### src/sbrw_pkg.sv
package sbrw_pkg;
  // Runtime operating modes
  typedef enum logic [1:0] {
    MODE_DISABLED = 2'h0,
    MODE_ONE_TIME = 2'h1,
    MODE_SINGLE = 2'h2,
    MODE_REPEATED = 2'h3
  } sbrw_mode_type;
  // First-stage event choices
  localparam logic [1:0] EV1_NMI = 2'h0;
  localparam logic [1:0] EV1_ACPI = 2'h1;
  localparam logic [1:0] EV1_RESET = 2'h2;
  localparam logic [1:0] EV1_POWER = 2'h3;
  // Second-stage event choices
  localparam logic EV2_DISABLED = 1'h0;
  localparam logic EV2_NMI = 1'h1;
  // Slow tick: 1 ms at 50 MHz
  localparam int CLK_HZ = 50000000;
  localparam int TICK_US = 1000;
  localparam int TICK_CYCLES = CLK_HZ / 1000000 * TICK_US;
  localparam int TICK_W = 16;
  // Timeout and delay counts in ticks
  localparam int CNT_W = 24;
  localparam logic [CNT_W-1:0] CNT_ZERO = 24'h000000;
  localparam logic [CNT_W-1:0] CNT_ONE = 24'h000001;
endpackage

### src/sbrw_watchdog.sv
`timescale 1ns/10ps
module sbrw_watchdog #(
  parameter int TICK_CYCLES = sbrw_pkg::TICK_CYCLES
) (
  // Clock and reset
  input wire logic mclk,
  input wire logic srst,
  // Boot-time watchdog control
  input wire logic bootEnable,
  input wire logic [sbrw_pkg::CNT_W-1:0] bootTimeout,
  input wire logic pauseOnInteract,
  input wire logic menuShown,
  input wire logic passwordEntry,
  input wire logic bootDone,
  // Runtime configuration
  input wire logic [1:0] runMode,
  input wire logic [sbrw_pkg::CNT_W-1:0] startDelay,
  input wire logic [sbrw_pkg::CNT_W-1:0] timeout1,
  input wire logic [sbrw_pkg::CNT_W-1:0] timeout2,
  input wire logic [1:0] event1Sel,
  input wire logic event2Sel,
  // Software strobes
  input wire logic osBootStart,
  input wire logic trigger,
  // Event outputs, one-cycle pulses
  output logic nmiPulse,
  output logic acpiPulse,
  output logic resetPulse,
  output logic powerPulse,
  // Status
  output logic bootActive,
  output logic runActive
);

  ////////////////////////////////////////////////////////////////
  // Runtime states, Gray along delay -> stage1 -> stage2
  typedef enum logic [1:0] {
    ST_IDLE = 2'h0,
    ST_DELAY = 2'h1,
    ST_STAGE1 = 2'h3,
    ST_STAGE2 = 2'h2
  } sbrw_state_type;

  sbrw_state_type state; // Runtime state
  sbrw_state_type next_state; // Next runtime state
  sbrw_pkg::sbrw_mode_type mode; // Mode latched at arming
  logic [sbrw_pkg::TICK_W-1:0] tickCnt; // Prescaler
  logic tick; // One-cycle slow enable
  logic [sbrw_pkg::CNT_W-1:0] bootCnt; // Boot countdown
  logic [sbrw_pkg::CNT_W-1:0] runCnt; // Runtime countdown
  logic [sbrw_pkg::CNT_W-1:0] next_runCnt; // Next runtime count
  logic bootRun; // Boot watchdog running

  ////////////////////////////////////////////////////////////////
  // Slow tick divider
  wire tickWrap = (tickCnt == sbrw_pkg::TICK_W'(TICK_CYCLES - 1));

  always_ff @(posedge mclk) begin
    if (srst || tickWrap) begin
      tickCnt <= '0;
    end else begin
      tickCnt <= tickCnt + 16'h0001;
    end
  end

  always_ff @(posedge mclk) begin
    if (srst) begin
      tick <= 1'b0;
    end else begin
      tick <= tickWrap;
    end
  end

  ////////////////////////////////////////////////////////////////
  // Boot-time watchdog guarding self test
  // pause on interaction
  wire bootPaused = pauseOnInteract && (menuShown || passwordEntry);
  wire bootExpire = bootRun && tick && !bootPaused && (bootCnt <= sbrw_pkg::CNT_ONE);

  // Boot counter loads at reset release, stops when boot is done
  always_ff @(posedge mclk) begin
    if (srst) begin
      bootRun <= 1'b0;
      bootCnt <= sbrw_pkg::CNT_ZERO;
    end else if (bootDone || osBootStart) begin
      bootRun <= 1'b0;
    end else if (bootEnable && !bootRun && bootCnt == sbrw_pkg::CNT_ZERO) begin
      bootRun <= 1'b1;
      bootCnt <= bootTimeout;
    end else if (bootExpire) begin
      // Expiry forces a reset; no rearm until system reset
      bootRun <= 1'b0;
      bootCnt <= sbrw_pkg::CNT_ONE;
    end else if (bootRun && tick && !bootPaused) begin
      bootCnt <= bootCnt - sbrw_pkg::CNT_ONE;
    end
  end

  ////////////////////////////////////////////////////////////////
  // Runtime sequencing
  wire runExpire = tick && (runCnt <= sbrw_pkg::CNT_ONE);
  wire modeOff = (sbrw_pkg::sbrw_mode_type'(runMode) == sbrw_pkg::MODE_DISABLED);
  wire stage2On = (event2Sel != sbrw_pkg::EV2_DISABLED);
  wire inStage = (state == ST_STAGE1) || (state == ST_STAGE2);
  wire fire1 = (state == ST_STAGE1) && runExpire && !trigger;
  wire fire2 = (state == ST_STAGE2) && runExpire && !trigger;

  always_comb begin
    next_state = state;
    next_runCnt = runCnt;
    case (state)
      ST_IDLE: begin
        if (osBootStart && !modeOff) begin
          next_state = ST_DELAY;
          next_runCnt = startDelay;
        end
      end
      ST_DELAY: begin
        if (tick) begin
          if (runExpire) begin
            next_state = ST_STAGE1;
            next_runCnt = timeout1;
          end else begin
            next_runCnt = runCnt - sbrw_pkg::CNT_ONE;
          end
        end
      end
      ST_STAGE1: begin
        if (trigger) begin
          if (mode == sbrw_pkg::MODE_ONE_TIME) begin
            next_state = ST_IDLE;
          end else begin
            next_runCnt = timeout1;
          end
        end else if (runExpire) begin
          if (stage2On) begin
            next_state = ST_STAGE2;
            next_runCnt = timeout2;
          end else if (mode == sbrw_pkg::MODE_REPEATED) begin
            // stage one is last; repeat it
            next_runCnt = timeout1;
          end else begin
            next_state = ST_IDLE;
          end
        end else if (tick) begin
          next_runCnt = runCnt - sbrw_pkg::CNT_ONE;
        end
      end
      ST_STAGE2: begin
        if (trigger) begin
          if (mode == sbrw_pkg::MODE_ONE_TIME) begin
            next_state = ST_IDLE;
          end else begin
            next_state = ST_STAGE1;
            next_runCnt = timeout1;
          end
        end else if (runExpire) begin
          if (mode == sbrw_pkg::MODE_REPEATED) begin
            next_runCnt = timeout2;
          end else begin
            next_state = ST_IDLE;
          end
        end else if (tick) begin
          next_runCnt = runCnt - sbrw_pkg::CNT_ONE;
        end
      end
      default: begin
        next_state = ST_IDLE;
      end
    endcase
  end

  // Mode is latched at arming so later edits do not upset a running pass
  always_ff @(posedge mclk) begin
    if (srst) begin
      state <= ST_IDLE;
      runCnt <= sbrw_pkg::CNT_ZERO;
      mode <= sbrw_pkg::MODE_DISABLED;
    end else begin
      state <= next_state;
      runCnt <= next_runCnt;
      if (state == ST_IDLE && osBootStart) begin
        mode <= sbrw_pkg::sbrw_mode_type'(runMode);
      end
    end
  end

  ////////////////////////////////////////////////////////////////
  // Event selection
  // first event select
  wire ev1Nmi = fire1 && (event1Sel == sbrw_pkg::EV1_NMI);
  wire ev1Acpi = fire1 && (event1Sel == sbrw_pkg::EV1_ACPI);
  wire ev1Reset = fire1 && (event1Sel == sbrw_pkg::EV1_RESET);
  wire ev1Power = fire1 && (event1Sel == sbrw_pkg::EV1_POWER);
  wire ev2Nmi = fire2 && (event2Sel == sbrw_pkg::EV2_NMI);

  // Registered event pulses and status
  always_ff @(posedge mclk) begin
    if (srst) begin
      nmiPulse <= 1'b0;
      acpiPulse <= 1'b0;
      resetPulse <= 1'b0;
      powerPulse <= 1'b0;
      bootActive <= 1'b0;
      runActive <= 1'b0;
    end else begin
      nmiPulse <= ev1Nmi || ev2Nmi;
      acpiPulse <= ev1Acpi;
      resetPulse <= ev1Reset || bootExpire;
      powerPulse <= ev1Power;
      bootActive <= bootRun;
      runActive <= inStage;
    end
  end

endmodule // sbrw_watchdog

### config.mk
export PLATFORM = sky130hd
export DESIGN_NAME = sbrw_watchdog
export DESIGN_NICKNAME = d
export VERILOG_FILES = /design/src/sbrw_pkg.sv /design/src/sbrw_watchdog.sv
export SDC_FILE = /design/constraint.sdc
export NUM_CORES = 1
export LEC_CHECK = 0
export BUFFER_PORTS_ARGS = -buffer_cell sky130_fd_sc_hd__buf_4
export CAP_MARGIN = 20
export CELL_PAD_IN_SITES_DETAIL_PLACEMENT = 0
export CELL_PAD_IN_SITES_GLOBAL_PLACEMENT = 2
export CORE_ASPECT_RATIO = 0.75
export CORE_MARGIN = 2
export CORE_UTILIZATION = 32
export DETAILED_ROUTE_END_ITERATION = 12
export GPL_TIMING_DRIVEN = 0
export PLACE_DENSITY = 0.83
export SYNTH_ARGS = -nofsm -noshare
export SYNTH_HDL_FRONTEND = slang
export SYNTH_SLANG_ARGS = --single-unit
### constraint.sdc
create_clock -name mclk -period 3.3 [get_ports mclk]
set_clock_uncertainty 0.1 [all_clocks]
set_input_delay 0.33 -clock mclk [delete_from_list [all_inputs] [get_ports mclk]]
set_output_delay 0.33 -clock mclk [all_outputs]
set_load 0.01 [all_outputs]
Word-level counts from Yosys, hierarchy flattened
Cells that the tools add are included.
{"block": "op_classes", "addsub": 3, "n_lt_le_gt_ge": 2, "n_eq_ne": 17, "n_mux": 30, "n_bitwise": 1, "n_reduce_logical": 38}
{"op": "$mux W24", "n": 15}
{"op": "$pmux W24 S4", "n": 1}
{"op": "$le A24 B1 Y1 const B", "n": 2}
{"op": "$sub A24 B1 Y24 const B", "n": 2}
{"op": "$logic_not A24 Y1", "n": 1}
{"op": "$mux W2", "n": 11}
{"op": "$logic_and A1 B1 Y1", "n": 18}
{"op": "$add A16 B1 Y16 const B", "n": 1}
{"op": "$eq A16 B16 Y1 const B", "n": 1}
{"op": "$eq A2 B2 Y1 const B", "n": 5}
{"op": "$pmux W2 S4", "n": 1}
{"op": "$eq A2 B1 Y1 const B", "n": 3}
{"op": "$logic_not A2 Y1", "n": 3}
{"op": "$logic_or A1 B1 Y1", "n": 6}
{"op": "$ne A2 B2 Y1 const B", "n": 3}
{"op": "$ne A3 B3 Y1 const B", "n": 2}
{"op": "$reduce_and A6 Y1", "n": 1}
{"op": "$ne A5 B4 Y1 const B", "n": 1}
{"op": "$logic_not A1 Y1", "n": 4}
{"op": "$ne A4 B3 Y1 const B", "n": 1}
{"op": "$reduce_and A4 Y1", "n": 1}
{"op": "$ne A3 B2 Y1 const B", "n": 1}
{"op": "$reduce_bool A3 Y1", "n": 1}
{"op": "$mux W1", "n": 2}
{"op": "other kinds (4)", "n": 4}
{"block": "word_totals", "ff_bits": 76, "input_bits": 110, "out_inout_bits": 6, "wordCells": 104}

Longest topological paths before layout
Gate-level depths: netlist (run 1).
{"block": "logic_depth", "depth_word": 7, "depth_mapped": 11, "ltp_nobuf": 8}

Least setup slack after synthesis (run 1)
Ideal clock, no wire load.
{"block": "synth_path", "path_kind": "register to register", "startpoint": "register runCnt[0] (netlist name)", "endpoint": "register runCnt[19] (netlist name)", "setup_ns": 0.079, "arrival_time_ns": 2.288, "t_required_ns": 3.121, "setup_slack_ns": 0.833, "path_stages_with_launch": 10, "path_buffers": 2, "period_less_slack_ns": 2.467, "cell_sequence": "dfxtp_1 -> inv_1 -> ha_1 -> o21ba_2 -> and4_1 -> buf_2 -> a311oi_2 -> clkbuf_1 -> o21ai_0 -> o211ai_1"}
{"block": "synth_between", "elab_chain_cells": 5, "elab_cells_between_ends": 14, "cone_classes": "add/sub (1); order compare (1); eq/ne (2); mux (8); reduce/logical (2)"}
{"item": "start: declaration", "line": "sbrw_watchdog.sv:50", "source": "logic [sbrw_pkg::CNT_W-1:0] runCnt;"}
{"item": "start signal: assignment", "line": "sbrw_watchdog.sv:177", "source": "runCnt <= sbrw_pkg::CNT_ZERO;"}
{"item": "start signal: assignment", "line": "sbrw_watchdog.sv:181", "source": "runCnt <= next_runCnt;"}
{"item": "$sub A24 B1 Y24 or $le A24 B1 Y1 (tied branches)"}
{"item": "$mux W24 or $logic_and A1 B1 Y1 (tied branches)", "line": "sbrw_watchdog.sv:145, sbrw_watchdog.sv:163, sbrw_watchdog.sv:101"}
{"item": "$mux W24, on equally long branches", "line": "sbrw_watchdog.sv:157, sbrw_watchdog.sv:120, sbrw_watchdog.sv:135"}
{"item": "$mux W24, on equally long branches", "line": "sbrw_watchdog.sv:150, sbrw_watchdog.sv:119, sbrw_watchdog.sv:129"}
{"item": "$pmux W24 S4", "line": "sbrw_watchdog.sv:111", "source": "case (state)"}
Several ways; a longest one is shown, not always the timed one. The select of a mux whose other input is x is not followed.
A chain may end at the register's enable or synchronous reset.

Final worst setup path (run 1)
{"block": "layout_path", "startpoint": "register runCnt[4] (netlist name)", "endpoint": "register runCnt[7] (netlist name)"}
Same word-level chain as after synthesis.

==> results of run 1 <==
[cell usage in the layout (no fill, tap or decap), drive strengths merged, types with 12 or more instances in the layout]
master / synthesis / layout
xor2: 12 / 12
a31oi: 16 / 16
a211oi: 12 / 12
o211ai: 20 / 20
nor4: 24 / 24
o21ai: 69 / 69
nand3: 37 / 37
mux2i: 27 / 27
clkbuf: 45 / 55
nand2: 69 / 69
nor3: 29 / 29
dfxtp: 76 / 76
buf: 23 / 145
a21oi: 50 / 50
inv: 25 / 27
nor2: 80 / 80
or3: 19 / 19
[worst max-delay path: stages, from the launching register on]
cell	delay [ns]
dfxtp_1	0.30
buf_2	0.18
nor3_2	0.45
nand4_1	0.52
nor2_4	0.42
buf_2	0.44
mux2i_1	0.25
a211oi_1	0.09
a211o_1	0.29
[flip-flops by register name, summed over array words and instances (netlist names)]
name and count:
bootCnt 24, runCnt 24, tickCnt 16, mode 2, state 2, acpiPulse 1, bootActive 1, bootRun 1
nmiPulse 1, powerPulse 1, resetPulse 1, runActive 1, tick 1
[Yosys cell counts, drive strengths merged, types with 6 or more instances]
cell type,instances,area (um^2)
or4,7,56.3
and3,10,62.6
a32oi,9,78.8
nand4,10,62.6
mux2i,27,270
o21a,8,60.1
a211o,6,52.6
clkbuf,45,169
o21ai,69,345
nor3,29,171
xnor2,11,96.3
dfxtp,76,1520
nor2,80,300
o22ai,11,68.8
or3,19,124
nand3,37,185
o311ai,9,78.8
xor2,12,105
o211ai,20,150
a22o,6,52.6
a21oi,50,254
a31oi,16,106
and2,8,50.1
buf,23,128
a311oi,8,76.3
nand2,69,262
o31ai,9,86.3
inv,25,93.8
nor4,24,190
mux2,11,124
a211oi,12,95.1
[per-layer routing]
| metal | up-vias | part of all wire [%] |
|---|---|---|
| li1 | 3427 | - |
| met1 | 3476 | 48 |
| met2 | 375 | 40 |
| met3 | 34 | 11 |
| met4 | 0 | 1.3 |
| met5 | - | 0 |
[path summary, 6_finish.rpt]
path	from	to	slack, ns	cells past startpoint
setup / recovery	runCnt[4]	runCnt[7]	0.14	8
hold / removal	bootDone	bootRun	0.05	2
setup reg to reg	runCnt[4]	runCnt[7]	0.14	8
hold reg to reg	tickCnt[0]	tickCnt[0]	0.38	1
[layout make-up]
class	count	area share (%)
clock buffers	9	2.91
well taps	247	3.99
repair buffers	123	11.8
plain buffers	68	3.86
inverters	26	1.26
flip-flops and latches	76	19.6
multi-input cells	663	55.3
clock inverters	7	1.26
[power by group]
part	switching [mW]	leakage, nW	internal, mW
Sequential	0.138	0.618	1.04
Combinational	2.20	2.14	1.37
Clock	0.474	0.152	0.668
[cell families after synthesis]
kind of cell,after synthesis
AO/OA/AOI/OAI,275
adder cells (fa/ha/maj),5
multiplexers,38
XOR/XNOR,23
buffers and inverters,94
flip-flops,76
AND/OR/NAND/NOR,322
[repair_timing]
action / CTS / global route
setup buffers: 0 / 6
hold endpoints to repair: 0 / 0
gates resized for setup: 1 / 10
hold buffers: 0 / 0
endpoints found under the setup margin: 10 / 28
pin swaps: 0 / 2
==> results.ini, run 1 <==
[status]
status = finished, final reports clean

[timing]
hold_viol_final = 0
drv_slew = 0
grt_setup_unrepaired = no
setup_viol = 0
finalWorstSetupSlack_ns = 0.142
tightestPinTransition_ns = 1.05
hold_ws_ns = 0.0520
fmaxAchievable_ghz = 0.317
maxSlewHeadroom_pct = 30.0
layout_min_cycle_time_ns = 3.16
fin_crit_sh_pct = 95.7
setup_tns_ns = 0

[global_route]
gr-total-overflow = 0
grt_use_met1_pct = 39.8
use_met2_pct = 37.6
use_met3_pct = 7.63
grt_max_degree = 15
grt_pass1_vias = 6861
grt_pass1_wl_um = 40900
grt_usage_pct = 26.7
antenna_found_initial = 0
busiest_layer = met1

[setup_path]
path_max_fanout = 10
crit_required_ns = 3.45
startpoint_type = flop
worstSetupEndpointType = flop
critical_path_arrival_ns = 3.30
crit_type = flop to flop

[logic_synthesis]
synthDistinctLibCells = 85
syn_nets = 948
ys.warnings.count = 0
synth-compound-area-share_pct = 30.7
netlist_instances = 833
synth-async-reset-ratio_pct = 0
ys.flop_type = dfxtp_1
ys_seq_area_share_pct = 24.7
synth_edf_count = 0
synth_area_mm2 = 0.00615
synth_top_family_by_area = compound AO/OA/AOI/OAI gates
synth_xor_area_share_pct = 3.28
synth-seq-cells = 76
synth.area.mux_share_pct = 6.41
synthSimpleGateAreaFrac_pct = 27.5
synthAdderAreaFrac_pct = 1.02
synth_area_per_cell_um2 = 7.38

[die]
dieArea_mm2 = 0.0204
die_w_um = 164
die_h_um = 124
pin_count = 116
core_mm2 = 0.0187
initial_core_util_pct = 32.9
fp-row-count = 43

[cells_and_area]
finalCoreUtilization_pct = 41.5
nets = 1082
fillers = 2008
drive_gt1_share_pct = 20.9
layoutNonFillerInstCount = 1219
n_antenna_cell = 0
regArea_mm2 = 0.00152
final_area_mm2 = 0.00775
syn_to_final_growth_pct = 26.0
multi_input_area_mm2 = 0.00428

[place]
dp_slack_ns = -0.176
dpl.cell_count = 1195
io_buffers = 114
globalplace.congestion = 0.970
post-dp-hpwl_um = 20200
postPlaceCellArea_mm2 = 0.00732

[cts]
htreeDepth = 3
clkTransAtPathRegs_ns = 0.07
root_buffer = clkbuf_16
clockBufferDepth = 2
cts_buffers = 9
insertion_delay_ns = 0.35
tritoncts = done
clock_sinks = 76

[drt]
first_iter_violations = 744
via_count = 7312
firstDrtPassIters = 5
drc = 0
ant_nets = 0
wirelength_um = 27300
vias_per_cell = 6.00
avgRoutedWirePerCell_um = 22.4

[job]
drv_cap = 0

[power]
power_density_mw_per_mm2 = 760
ir_drop_mv = 0.529
total_power_mw = 5.89
p_leak_nw = 2.91

[min_path]
hp-class = input port to flop

(Power assumes the default switching activity.)
==> run 2, diff against run 1 <==
Settings changed: BUFFER_PORTS_ARGS -buffer_cell sky130_fd_sc_hd__buf_4 to unset, CORE_UTILIZATION 32 to 37, DONT_BUFFER_PORTS set to 1, PLACE_DENSITY 0.83 to 0.84.
==> run 2 against run 1 <==
Total power shrank 35%. Sequential share of layout area grew 2.6 points. Via count shrank 3.3%. Count of clock-buffer cells in the layout grew 1. Hold slack lost 0.019 ns. Register-to-register slack lost 0.03 ns. Combinational power shrank 52%. Core utilization grew 0.81 points. Design area shrank 12%. Highest routed layer is now met5.
==> results.ini, run 2 (same netlist as run 1, synthesis figures left out) <==
[drt]
ant_nets = 0  ; unchanged
avgRoutedWirePerCell_um = 24.7  ; +10%
drc = 0  ; unchanged
vias_per_cell = 6.61  ; +10%
firstDrtPassIters = 5  ; unchanged
wirelength_um = 26400  ; -3.4%
via_count = 7069  ; -3.3%
first_iter_violations = 750  ; +0.81%

[status]
status = finished, final reports clean

[job]
drv_cap = 0  ; unchanged

[die]
dieArea_mm2 = 0.0177  ; -13%
fp-row-count = 40  ; -7.0%
core_mm2 = 0.0162  ; -13%
pin_count = 116  ; unchanged
die_h_um = 116  ; -6.8%
die_w_um = 153  ; -6.8%
initial_core_util_pct = 38.0  ; +5.1 points

[min_path]
hp-class = input port to flop

[global_route]
grt_usage_pct = 29.1  ; +2.4 points
antenna_found_initial = 1  ; +1
grt_pass1_wl_um = 39100  ; -4.3%
grt_max_degree = 15  ; unchanged
grt_pass1_vias = 6458  ; -5.9%
gr-total-overflow = 0  ; unchanged

[timing]
finalWorstSetupSlack_ns = 0.111  ; -0.0314 ns
layout_min_cycle_time_ns = 3.19  ; +0.0314 ns
maxSlewHeadroom_pct = 19.3  ; -11 points
setup_viol = 0  ; unchanged
drv_slew = 0  ; unchanged
grt_setup_unrepaired = no
fmaxAchievable_ghz = 0.314  ; -0.98%
fin_crit_sh_pct = 96.6  ; +0.95 points
hold_viol_final = 0  ; unchanged
tightestPinTransition_ns = 1.20  ; +0.149 ns

[cts]
insertion_delay_ns = 0.35  ; about the same
clock_sinks = 76  ; unchanged
tritoncts = done
root_buffer = clkbuf_16
clkTransAtPathRegs_ns = 0.07  ; about the same
clockBufferDepth = 2  ; unchanged
htreeDepth = 3  ; unchanged
cts_buffers = 9  ; unchanged

[setup_path]
cpPeakStageDelay_ns = 0.98  ; +0.46 ns
cp_num_buf_inv = 1  ; -1
cp_slowest_cell = nor4_1
crit_type = flop to flop
path_cells = buf_2 > nor4_1 > nand4_1 > or3b_2 > a21oi_1 > o311ai_0 > a32o_1
startpoint_type = flop
crit_family = simple AND/OR/NAND/NOR gates
crit_required_ns = 3.45  ; about the same
critical_path_arrival_ns = 3.33  ; +0.03 ns
worstSetupEndpointType = flop
path_max_fanout = 10  ; unchanged

[place]
io_buffers = 0  ; -100%
globalplace.congestion = 0.994  ; +2.5%
dpl.cell_count = 1043  ; -13%
dp_slack_ns = -0.176  ; -0.000330 ns
post-dp-hpwl_um = 19500  ; -3.5%

[power]
ir_drop_mv = 0.289  ; -45%
p_comb_share_pct = 44.5  ; -16 points
clkPwrFrac_pct = 28.0  ; +8.6 points
intPower_mw = 2.22  ; -28%
swShare_pct = 42.3  ; -5.4 points
p_leak_nw = 2.36  ; -19%
power_density_mw_per_mm2 = 562  ; -26%
p_sw_mw = 1.63  ; -42%
p_seq_share_pct = 27.5  ; +7.5 points

[cells_and_area]
nets = 969  ; -10%
reg.largest.list = bootCnt x24, runCnt x24, tickCnt x16
layout_common_cells = 79 x nor2_1, 76 x dfxtp_1, 68 x nand2_1
final_common_cell = nor2_1
n_antenna_cell = 0  ; unchanged
multi_input_area_mm2 = 0.00427  ; -0.35%
layoutNonFillerInstCount = 1069  ; -12%
drive_gt1_share_pct = 9.90  ; -11 points
regArea_mm2 = 0.00152  ; unchanged
syn_to_final_growth_pct = 11.2
fillers = 1708  ; -15%

## run 2: changes by cell type in the layout (fill, tap and decap cells not counted), sizes merged
cell	change
buf	-115
dlygate4sd3	+3
bufinv	-1
## run 2: worst paths after layout
check,from,end,slack [ns],depth (start not counted)
setup reg to reg,runCnt[2],runCnt[13],0.11,7
hold / removal,runMode[1],mode[1],0.03,2
hold reg to reg,tickCnt[0],tickCnt[0],0.37,1
setup / recovery,runCnt[2],runCnt[13],0.11,7
## run 2: per-stage QoR
step	hold slack (ns)	TNS, ns	power, mW	util (%)	instance area (um^2)
floorplan	0.307	0	3.56	-	6150
global placement	0.310	-0.956	4.62	39.7	6410
detailed placement	0.311	-1.10	4.43	39.7	6410
CTS	0.0251	0	5.53	41.8	6770
global route	0.0414	0	6.54	42.3	6840
finish	0.0329	0	3.84	42.3	6840
## run 2: per-layer routing
layer	global-route usage (%)	vias to the layer above	share of wire, %
met5	0	-	0.042
met2	41.3	383	40
met3	8.86	57	11
li1	-	3219	-
met1	42.2	3408	47
met4	8.52	2	2.4
## run 2: final cells by class
type                            count  area share (%)
Tap cell                          210            3.84
Sequential cell                    76            22.2
Buffer                             68            4.35
Inverter                           26            1.43
Clock buffer                       10            3.49
Clock inverter                      6            1.04
Multi-Input combinational cell    663            62.4
Timing Repair Buffer               10            1.21
## run 2: power by group through the flow
stage	clock, mW	sequential [mW]	combinational, mW
after floorplan	0	1.16	2.41
after global placement	0	1.19	3.42
after detailed placement	0	1.19	3.25
after CTS	1.09	1.17	3.28
after global routing	1.12	1.22	4.20
final	1.08	1.06	1.71
## run 2: what timing repair did
action	4_1_cts	5_1_grt
pin swaps	0	3
buffers inserted	0	7
endpoints found under the setup margin	10	18
cloned	0	0
gates resized for setup	1	6
hold endpoints to repair	2	0
hold buffers	3	0
